`config.mk`:
```
export PLATFORM = sky130hd
export DESIGN_NAME = gcrb_device_flat
export DESIGN_NICKNAME = d
export VERILOG_FILES = /design/src/gcrb_pkg.sv /design/src/gcrb_io_if.sv /design/src/gcrb_device.sv /design/src/flat_wrapper.sv
export SDC_FILE = /design/constraint.sdc
export NUM_CORES = 1
export LEC_CHECK = 0
export ABC_AREA = 0
export BUFFER_PORTS_ARGS = -buffer_cell sky130_fd_sc_hd__buf_2
export CAP_MARGIN = 20
export CORE_MARGIN = 10
export CORE_UTILIZATION = 53
export CTS_CLUSTER_DIAMETER = 120
export DETAILED_ROUTE_END_ITERATION = 10
export PLACE_DENSITY = 0.8
export SYNTH_ARGS = -nofsm -noshare
export SYNTH_HDL_FRONTEND = slang
export SYNTH_SLANG_ARGS = --single-unit
```
`constraint.sdc`:
```
create_clock -name clk -period 4.4 [get_ports clk]
set_clock_uncertainty 0.15 [all_clocks]
set_input_delay 0.88 -clock clk [delete_from_list [all_inputs] [get_ports clk]]
set_output_delay 0.88 -clock clk [all_outputs]
set_load 0.01 [all_outputs]
```
`src/gcrb_pkg.sv`:
```
// package: index map, field layout and reset values of the global config bank
package gcrb_pkg;
  // register indices on the data port
  localparam logic [7:0] IDX_SOFT_RST = 8'h02;
  localparam logic [7:0] IDX_LD_SEL = 8'h07;
  localparam logic [7:0] IDX_CHIP_ID = 8'h20;
  localparam logic [7:0] IDX_CHIP_REV = 8'h21;
  localparam logic [7:0] IDX_PWR = 8'h22;
  localparam logic [7:0] IDX_RSVD_RW = 8'h23;
  localparam logic [7:0] IDX_OSC = 8'h24;
  localparam logic [7:0] IDX_ADDR_LO = 8'h26;
  localparam logic [7:0] IDX_ADDR_HI = 8'h27;
  localparam logic [7:0] IDX_ACTIVATE = 8'h30;
  // field positions
  localparam int SOFT_RST_BIT = 0;
  localparam int PWR_UART1_BIT = 4;
  localparam int PWR_UART2_BIT = 5;
  localparam int OSC_PLL_OFF_BIT = 1;
  localparam int OSC_STATE_LSB = 2;
  localparam int OSC_QUAL16_BIT = 6;
  localparam int ACT_BIT = 0;
  localparam logic [1:0] OSC_STOPPED = 2'b11;
  // implemented-bit masks and reset values
  localparam logic [7:0] PWR_MASK = 8'h30;
  localparam logic [7:0] OSC_MASK = 8'h4e;
  localparam logic [7:0] OSC_RST = 8'h44;
  localparam logic [7:0] BYTE_RST = 8'h00;
  localparam logic [7:0] ADDR_LO_STRAP0 = 8'h2e;
  localparam logic [7:0] ADDR_LO_STRAP1 = 8'h4e;
  localparam logic [7:0] ADDR_HI_STRAP0 = 8'h16;
  localparam logic [7:0] ADDR_HI_STRAP1 = 8'h00;
  // logical devices that carry an activate bit
  localparam logic [7:0] LD_UART1 = 8'h04;
  localparam logic [7:0] LD_UART2 = 8'h05;
  // host command registers (AXI4-Lite byte addresses)
  localparam logic [7:0] HREG_PORT_ADDR = 8'h00;
  localparam logic [7:0] HREG_WDATA = 8'h04;
  localparam logic [7:0] HREG_CTRL = 8'h08;
  localparam logic [7:0] HREG_STATUS = 8'h0c;
  localparam int CTRL_GO_WR_BIT = 0;
  localparam int CTRL_GO_RD_BIT = 1;
  localparam logic [1:0] AXI_OKAY = 2'b00;
  localparam logic [1:0] AXI_SLVERR = 2'b10;
  // cycles the host waits for an acknowledge before giving up
  localparam logic [2:0] NO_RESP_CYC = 3'd4;
  localparam logic [7:0] FLOAT_BYTE = 8'hff;
endpackage

```
`src/gcrb_io_if.sv`:
```
// interface: index/data port I/O cycles between host and config bank
`timescale 1ns/1ps
interface gcrb_io_if;
  logic ioStb;
  logic ioWrite;
  logic [15:0] ioAddr;
  logic [7:0] ioWdata;
  logic ioAck;
  logic [7:0] ioRdata;
  modport dev (
    input ioStb,
    input ioWrite,
    input ioAddr,
    input ioWdata,
    output ioAck,
    output ioRdata
  );
  modport host (
    output ioStb,
    output ioWrite,
    output ioAddr,
    output ioWdata,
    input ioAck,
    input ioRdata
  );
endinterface

```
`src/gcrb_device.sv`:
```
// module: chip-level configuration register bank behind an index/data port pair
`timescale 1ns/1ps
module gcrb_device
  import gcrb_pkg::*;
#(
  parameter logic [7:0] CHIP_ID = 8'h5a, // arbitrary value
  parameter logic [7:0] CHIP_REV = 8'h01 // arbitrary value
)
(
  // clock and VCC power-on reset
  input wire logic clk,
  input wire logic arst_n,
  // port cycles from the host
  gcrb_io_if.dev io,
  // further resets, synchronous levels
  input wire logic pciRst,
  input wire logic vtrRst,
  // configuration mode from the entry/exit logic
  input wire logic cfgModeActive,
  // address straps
  input wire logic addressStrapLow,
  input wire logic addressStrapHigh,
  // serial port pin-function selection
  input wire logic [1:0] uartPinSelected,
  // serial port control
  output logic [1:0] uartPowered,
  output logic [1:0] uartTristate,
  // clocking control
  output logic pllOff,
  output logic oscRunning,
  output logic baudRateClockEnable,
  // address qualification and selection
  output logic addrQual16,
  output logic [7:0] logicalDevice,
  output logic [15:0] configPortBase,
  // decode helper for other I/O decoders
  input wire logic [15:0] decodeAddr,
  input wire logic [15:0] decodeBase,
  output logic decodeHit
);

  function automatic logic addrMatch(input logic [15:0] a, input logic [15:0] b,
                                     input logic q16);
    addrMatch = q16 ? (a == b) : (a[11:0] == b[11:0]);
  endfunction

  logic [7:0] index_r;
  logic [7:0] ldSel_r;
  logic [7:0] pwr_r;
  logic [1:0] act_r;
  logic [7:0] rsvd_r;
  logic [7:0] osc_r;
  logic [6:0] addrLoPend_r;
  logic [6:0] addrLo_r;
  logic [7:0] addrHi_r;
  logic addrLoaded_r;
  logic ack_r;
  logic [7:0] rdata_r;
  logic [7:0] readVal;

  wire [15:0] baseIndex = {addrHi_r, addrLo_r, 1'b0};
  wire [15:0] baseData = baseIndex + 16'h0001;
  // no claim at all outside configuration mode
  wire hitIndex = cfgModeActive && addrMatch(io.ioAddr, baseIndex, addrQual16);
  wire hitData = cfgModeActive && addrMatch(io.ioAddr, baseData, addrQual16);
  wire idxWr = io.ioStb && io.ioWrite && hitIndex;
  wire dataWr = io.ioStb && io.ioWrite && hitData;
  wire [7:0] wdat = io.ioWdata;
  wire wrLdSel = dataWr && (index_r == IDX_LD_SEL);
  wire wrPwr = dataWr && (index_r == IDX_PWR);
  wire wrRsvd = dataWr && (index_r == IDX_RSVD_RW);
  wire wrOsc = dataWr && (index_r == IDX_OSC);
  wire wrAddrLo = dataWr && (index_r == IDX_ADDR_LO);
  wire wrAddrHi = dataWr && (index_r == IDX_ADDR_HI);
  wire wrAct = dataWr && (index_r == IDX_ACTIVATE);
  // the control bit is never stored, so it reads back zero on its own
  wire softRst = dataWr && (index_r == IDX_SOFT_RST) && wdat[SOFT_RST_BIT];
  wire hwRst = pciRst || vtrRst;
  wire softGrpRst = hwRst || softRst;
  wire strapLoad = !addrLoaded_r || pciRst;
  wire [7:0] strapLo = addressStrapLow ? ADDR_LO_STRAP1 : ADDR_LO_STRAP0;
  wire [7:0] strapHi = addressStrapHigh ? ADDR_HI_STRAP1 : ADDR_HI_STRAP0;
  wire actSel = (ldSel_r == LD_UART1) ? act_r[0] :
                (ldSel_r == LD_UART2) ? act_r[1] : 1'b0;

  always_ff @(posedge clk or negedge arst_n)
  begin
    if (!arst_n)
      index_r <= BYTE_RST;
    else if (hwRst)
      index_r <= BYTE_RST;
    else if (idxWr)
      index_r <= wdat;
  end

  always_ff @(posedge clk or negedge arst_n)
  begin
    if (!arst_n)
      ldSel_r <= BYTE_RST;
    else if (softGrpRst)
      ldSel_r <= BYTE_RST;
    else if (wrLdSel)
      ldSel_r <= wdat;
  end

  always_ff @(posedge clk or negedge arst_n)
  begin
    if (!arst_n)
      pwr_r <= BYTE_RST;
    else if (softGrpRst)
      pwr_r <= BYTE_RST;
    else if (wrPwr)
      pwr_r <= wdat & PWR_MASK;
  end

  // one activate bit per serial-port logical device
  for (genvar i = 0; i < 2; i++)
  begin : g_act
    localparam logic [7:0] MY_LD = (i == 0) ? LD_UART1 : LD_UART2;
    always_ff @(posedge clk or negedge arst_n)
    begin
      if (!arst_n)
        act_r[i] <= 1'b0;
      else if (softGrpRst)
        act_r[i] <= 1'b0;
      else if (wrAct && (ldSel_r == MY_LD))
        act_r[i] <= wdat[ACT_BIT];
    end
  end

  // 0x23 and 0x24 survive a soft reset
  always_ff @(posedge clk or negedge arst_n)
  begin
    if (!arst_n)
      rsvd_r <= BYTE_RST;
    else if (hwRst)
      rsvd_r <= BYTE_RST;
    else if (wrRsvd)
      rsvd_r <= wdat;
  end

  always_ff @(posedge clk or negedge arst_n)
  begin
    if (!arst_n)
      osc_r <= OSC_RST;
    else if (hwRst)
      osc_r <= OSC_RST;
    else if (wrOsc)
      osc_r <= wdat & OSC_MASK;
  end

  // straps cannot be sampled under the asynchronous reset, so the first
  // clocked cycle after release loads them
  always_ff @(posedge clk or negedge arst_n)
  begin
    if (!arst_n)
      addrLoaded_r <= 1'b0;
    else
      addrLoaded_r <= 1'b1;
  end

  // low byte is held pending so the port does not move half way
  always_ff @(posedge clk or negedge arst_n)
  begin
    if (!arst_n)
      addrLoPend_r <= 7'h00;
    else if (strapLoad)
      addrLoPend_r <= strapLo[7:1];
    else if (wrAddrLo)
      addrLoPend_r <= wdat[7:1];
  end

  always_ff @(posedge clk or negedge arst_n)
  begin
    if (!arst_n)
      addrLo_r <= 7'h00;
    else if (strapLoad)
      addrLo_r <= strapLo[7:1];
    else if (wrAddrHi)
      addrLo_r <= addrLoPend_r;
  end

  always_ff @(posedge clk or negedge arst_n)
  begin
    if (!arst_n)
      addrHi_r <= 8'h00;
    else if (strapLoad)
      addrHi_r <= strapHi;
    else if (wrAddrHi)
      addrHi_r <= wdat;
  end

  always_comb
  begin
    readVal = 8'h00;
    case (index_r)
      IDX_LD_SEL: readVal = ldSel_r;
      IDX_CHIP_ID: readVal = CHIP_ID;
      IDX_CHIP_REV: readVal = CHIP_REV;
      IDX_PWR: readVal = pwr_r;
      IDX_RSVD_RW: readVal = rsvd_r;
      IDX_OSC: readVal = osc_r;
      IDX_ADDR_LO: readVal = {addrLoPend_r, 1'b0};
      IDX_ADDR_HI: readVal = addrHi_r;
      IDX_ACTIVATE: readVal = {7'h00, actSel};
      default: readVal = 8'h00;
    endcase
  end

  always_ff @(posedge clk or negedge arst_n)
  begin
    if (!arst_n)
    begin
      ack_r <= 1'b0;
      rdata_r <= 8'h00;
    end
    else
    begin
      ack_r <= io.ioStb && (hitIndex || hitData);
      if (io.ioStb && !io.ioWrite && hitIndex)
        rdata_r <= index_r;
      else if (io.ioStb && !io.ioWrite && hitData)
        rdata_r <= readVal;
    end
  end

  assign io.ioAck = ack_r;
  assign io.ioRdata = rdata_r;

  assign uartPowered[0] = pwr_r[PWR_UART1_BIT] && act_r[0];
  assign uartPowered[1] = pwr_r[PWR_UART2_BIT] && act_r[1];
  assign uartTristate = ~uartPowered & uartPinSelected;
  assign pllOff = osc_r[OSC_PLL_OFF_BIT];
  assign oscRunning = osc_r[OSC_STATE_LSB +: 2] != OSC_STOPPED;
  assign baudRateClockEnable = oscRunning;
  assign addrQual16 = osc_r[OSC_QUAL16_BIT];
  assign logicalDevice = ldSel_r;
  assign configPortBase = baseIndex;
  assign decodeHit = addrMatch(decodeAddr, decodeBase, addrQual16);

endmodule // gcrb_device

```
`src/flat_wrapper.sv`:
```
// flat-port wrapper written by rule: the top's interface ports become plain ports
module gcrb_device_flat import gcrb_pkg::*;
#(
  parameter logic [7:0] CHIP_ID = 8'h5a,                   
  parameter logic [7:0] CHIP_REV = 8'h01                   
)
  (clk, arst_n, pciRst, vtrRst, cfgModeActive, addressStrapLow, addressStrapHigh, uartPinSelected, uartPowered, uartTristate, pllOff, oscRunning, baudRateClockEnable, addrQual16, logicalDevice, configPortBase, decodeAddr, decodeBase, decodeHit, io_ioStb, io_ioWrite, io_ioAddr, io_ioWdata, io_ioAck, io_ioRdata);
  gcrb_io_if io_i ();
  input wire logic clk;
  input wire logic arst_n;
  input wire logic pciRst;
  input wire logic vtrRst;
  input wire logic cfgModeActive;
  input wire logic addressStrapLow;
  input wire logic addressStrapHigh;
  input wire logic [1:0] uartPinSelected;
  output logic [1:0] uartPowered;
  output logic [1:0] uartTristate;
  output logic pllOff;
  output logic oscRunning;
  output logic baudRateClockEnable;
  output logic addrQual16;
  output logic [7:0] logicalDevice;
  output logic [15:0] configPortBase;
  input wire logic [15:0] decodeAddr;
  input wire logic [15:0] decodeBase;
  output logic decodeHit;
  input wire logic [$bits(io_i.ioStb)-1:0] io_ioStb;
  input wire logic [$bits(io_i.ioWrite)-1:0] io_ioWrite;
  input wire logic [$bits(io_i.ioAddr)-1:0] io_ioAddr;
  input wire logic [$bits(io_i.ioWdata)-1:0] io_ioWdata;
  output wire logic [$bits(io_i.ioAck)-1:0] io_ioAck;
  output wire logic [$bits(io_i.ioRdata)-1:0] io_ioRdata;
  assign io_i.ioStb = io_ioStb;
  assign io_i.ioWrite = io_ioWrite;
  assign io_i.ioAddr = io_ioAddr;
  assign io_i.ioWdata = io_ioWdata;
  assign io_ioAck = io_i.ioAck;
  assign io_ioRdata = io_i.ioRdata;
  gcrb_device #(.CHIP_ID(CHIP_ID), .CHIP_REV(CHIP_REV)) u_core (.clk(clk), .arst_n(arst_n), .io(io_i), .pciRst(pciRst), .vtrRst(vtrRst), .cfgModeActive(cfgModeActive), .addressStrapLow(addressStrapLow), .addressStrapHigh(addressStrapHigh), .uartPinSelected(uartPinSelected), .uartPowered(uartPowered), .uartTristate(uartTristate), .pllOff(pllOff), .oscRunning(oscRunning), .baudRateClockEnable(baudRateClockEnable), .addrQual16(addrQual16), .logicalDevice(logicalDevice), .configPortBase(configPortBase), .decodeAddr(decodeAddr), .decodeBase(decodeBase), .decodeHit(decodeHit));
endmodule
```
==> results.md <==
* Power Density at 262 mW/mm^2
* Crit path time final at 3.50 ns
* Ys Warns at 0
* Drt wl/cell at 23.0 um
* Die area at 0.0115 sq mm
* Peak VDD IR at 0.156 mV
* Global-route wire length before repair at 23100 um
* Gr usage total at 0.250
* Period utilization at 0.796
* Tot Pwr at 1.26 mW
* Final RePlAce weighted congestion at about 0.94
* Via count at between 4000 and 5000
* Port bufs at 107
* Biggest area consumer among synthesized cells: dfrtp_1
* Commonest non-fill, non-tap cell in the layout: buf_2
* Seq/Total Area, Yosys at 0.397
* Tightest Pin Transition at 1.05 ns
* Commonest non-fill, non-tap cells in the layout: buf_2 (107), dfrtp_1 (62), nand4_1 (59)
* Max Cap Violations at 0
* Post-synth EDFFs at 0
* P_leak at ~1.8 nW
* Setup crit end kind: flip-flop
* Final hold violations at 0
* Final setup margin at 0.897 ns
* Post-synthesis register bit count at 64
* Final count of negative-setup-slack endpoints at 0
* Netlist cell types at 46
* Drt total wl at 14600 um
* Post-CTS sizing at 0
* Sequential cell area at 0.00160 sq mm
* Arrival time worst endpoint at between 3 and 4 ns
* Crit start category: input port
* Slew HR at 0.301
* Status: finished clean
* Post-synth top flop: dfrtp_1
* Total gr overflow at 0
* Syn_nets at between 500 and 600
* Drt first pass iters at 6
* Mapped Area at 0.00404 sq mm
* Critical path class: in -> reg
* Setup repair bufs after CTS at 0
* Share of cells above drive strength 1 at 0.280
* Post-route DRC at 0
* Initial antenna violation count at 0
* Dpl hpwl at 10400 um
* Area grow syn2layout at 18.6%
* Final Slew Violations at 0
* Hold buffer count at CTS at 0
* Design area at 0.00479 sq mm
* H-Tree Depth at 3
* Via-per-instance ratio at about 6.9
* Num ports at roughly 110
* Top cell type's share of synthesized area at 0.384
* CTS tree: done
* Routed Antenna Nets at 0
* Die width at between 100 and 150 um
* Critical Path Fanout Max at 35
* Cell Rows at 31
* Unrepaired setup endpoints after global routing: false
* Clock slew at reported path FFs at 0.07 ns
* Layout fillers at 620
* DP Area at 0.00460 sq mm
* Maximum root-to-sink buffer count at 2
* Inserted Clock Buffers at 9
* Root buffer cell: clkbuf_8
* Largest net degree at the start of global routing at 44
* Initial core utilization at 0.551
* Data required time of the worst path at 4.45 ns
* Fmax at 285 MHz
* Sum Neg Setup Slack at 0 ns
* Area occupied by multi-input gates at 0.00224 sq mm
* Drt initial violations at 549
* Core Box Area at 0.00733 sq mm
* Fin nets at approximately 600
* Area contributors post-synth: dfrtp_1 (38%), o31ai_1 (9.8%), nand4_1 (9.1%)
* Die H at 107 um
* CTS sink count at 64
* FFs w/ async S/R, synth at 1.00
* Hold WC Path Type: reg -> reg
* Clk Latency, worst-skew pair at 0.35 ns
* Cells after synthesis at 446
* Antenna diode count at 0
* Post-place setup slack at 0.587 ns
* Syn_area_per_cell at 9.06 sq um
* Vias in the first global route at about 4200
[critical path, cell delays in order]
cell     delay, ns
buf_2         0.10
xor2_1        0.18
o41a_1        0.49
or4_2         1.10
o31ai_4       0.66
a21oi_1       0.12
[sequential cells by signal, summed over array words and instances (netlist names), 2 cells and up]
register / flops
u_core.osc_r: 4
u_core.act_r: 2
u_core.index_r: 8
u_core.addrHi_r: 8
u_core.logicalDevice: 8
u_core.io.ioRdata: 8
u_core.addrLo_r: 7
u_core.pwr_r: 2
u_core.rsvd_r: 8
u_core.addrLoPend_r: 7
[synth_stat cells (3+ instances only)]
master     count
a21oi_1       46
nor3_1         7
a2111oi_0      7
nand4_1       59
nand3_1       20
and3_1         4
xor2_1         7
buf_2         12
a31oi_1       13
xnor2_1       24
a222oi_1       3
nor4b_1        3
nand2_1       10
a21o_1         5
buf_1          3
mux2_2         4
or2_2          3
o21ai_0        4
inv_1          4
nor2b_1        5
dfrtp_1       62
mux2i_1        5
o31ai_1       53
and2_1         5
nand2b_1       3
o2bb2ai_1      4
nor2_1        11
nor4_1         6
or3_1          3
clkbuf_1      27
[layout make-up]
cell class | count | share of cell area
Multi-Input combinational cell | 334 | 0.468
Clock buffer | 9 | 0.0258
Sequential cell | 64 | 0.335
Inverter | 4 | 0.00313
Clock inverter | 7 | 0.0149
Tap cell | 99 | 0.0258
Timing Repair Buffer | 117 | 0.127
[final timing paths]
check / from / endpoint / slack, ns / cells past startpoint
max: io_ioAddr[13] / u_core.logicalDevice[5] / 0.90 / 6
min: u_core.io.ioRdata[7] / u_core.io.ioRdata[7] / 0.36 / 1
max reg2reg: u_core.addrHi_r[5] / u_core.logicalDevice[5] / 1.07 / 5
min reg2reg: u_core.io.ioRdata[7] / u_core.io.ioRdata[7] / 0.36 / 1
max in group asynchronous: arst_n / u_core.osc_r[2] / 2.65 / 2
min in group asynchronous: arst_n / u_core.addrLoaded_r / 0.53 / 1
[power breakdown]
part | switching (mW) | leakage (nW) | internal [mW]
Clock | 0.257 | 0.0916 | 0.261
Sequential | 0.00776 | 0.836 | 0.594
Combinational | 0.0850 | 0.918 | 0.0515
[per-layer routing]
layer | track usage | vias up | wire length (um)
met4 | 0.0938 | 0 | 436
met2 | 0.394 | 332 | 6990
met5 | 0 | - | 0
li1 | - | 1928 | -
met1 | 0.315 | 2098 | 5370
met3 | 0.0754 | 45 | 1810
[logic make-up after synthesis]
family                 after synthesis  share of synthesized area
multiplexers                         9                     0.0235
AND/OR/NAND/NOR                    145                      0.209
buffers and inverters               48                     0.0502
XOR/XNOR                            31                     0.0672
other                                2                    0.00186
flip-flops                          64                      0.397
AO/OA/AOI/OAI                      147                      0.252
[through the flow]
step | utilization | hold WS (ns) | std cells
after detailed placement | 0.627 | 0.345 | 618
after global placement | 0.627 | 0.341 | 618
final | 0.654 | 0.358 | 634
after floorplan | - | 0.335 | 446
after global routing | 0.654 | 0.387 | 634
after CTS | 0.654 | 0.362 | 634
(Power assumes the default switching activity.)
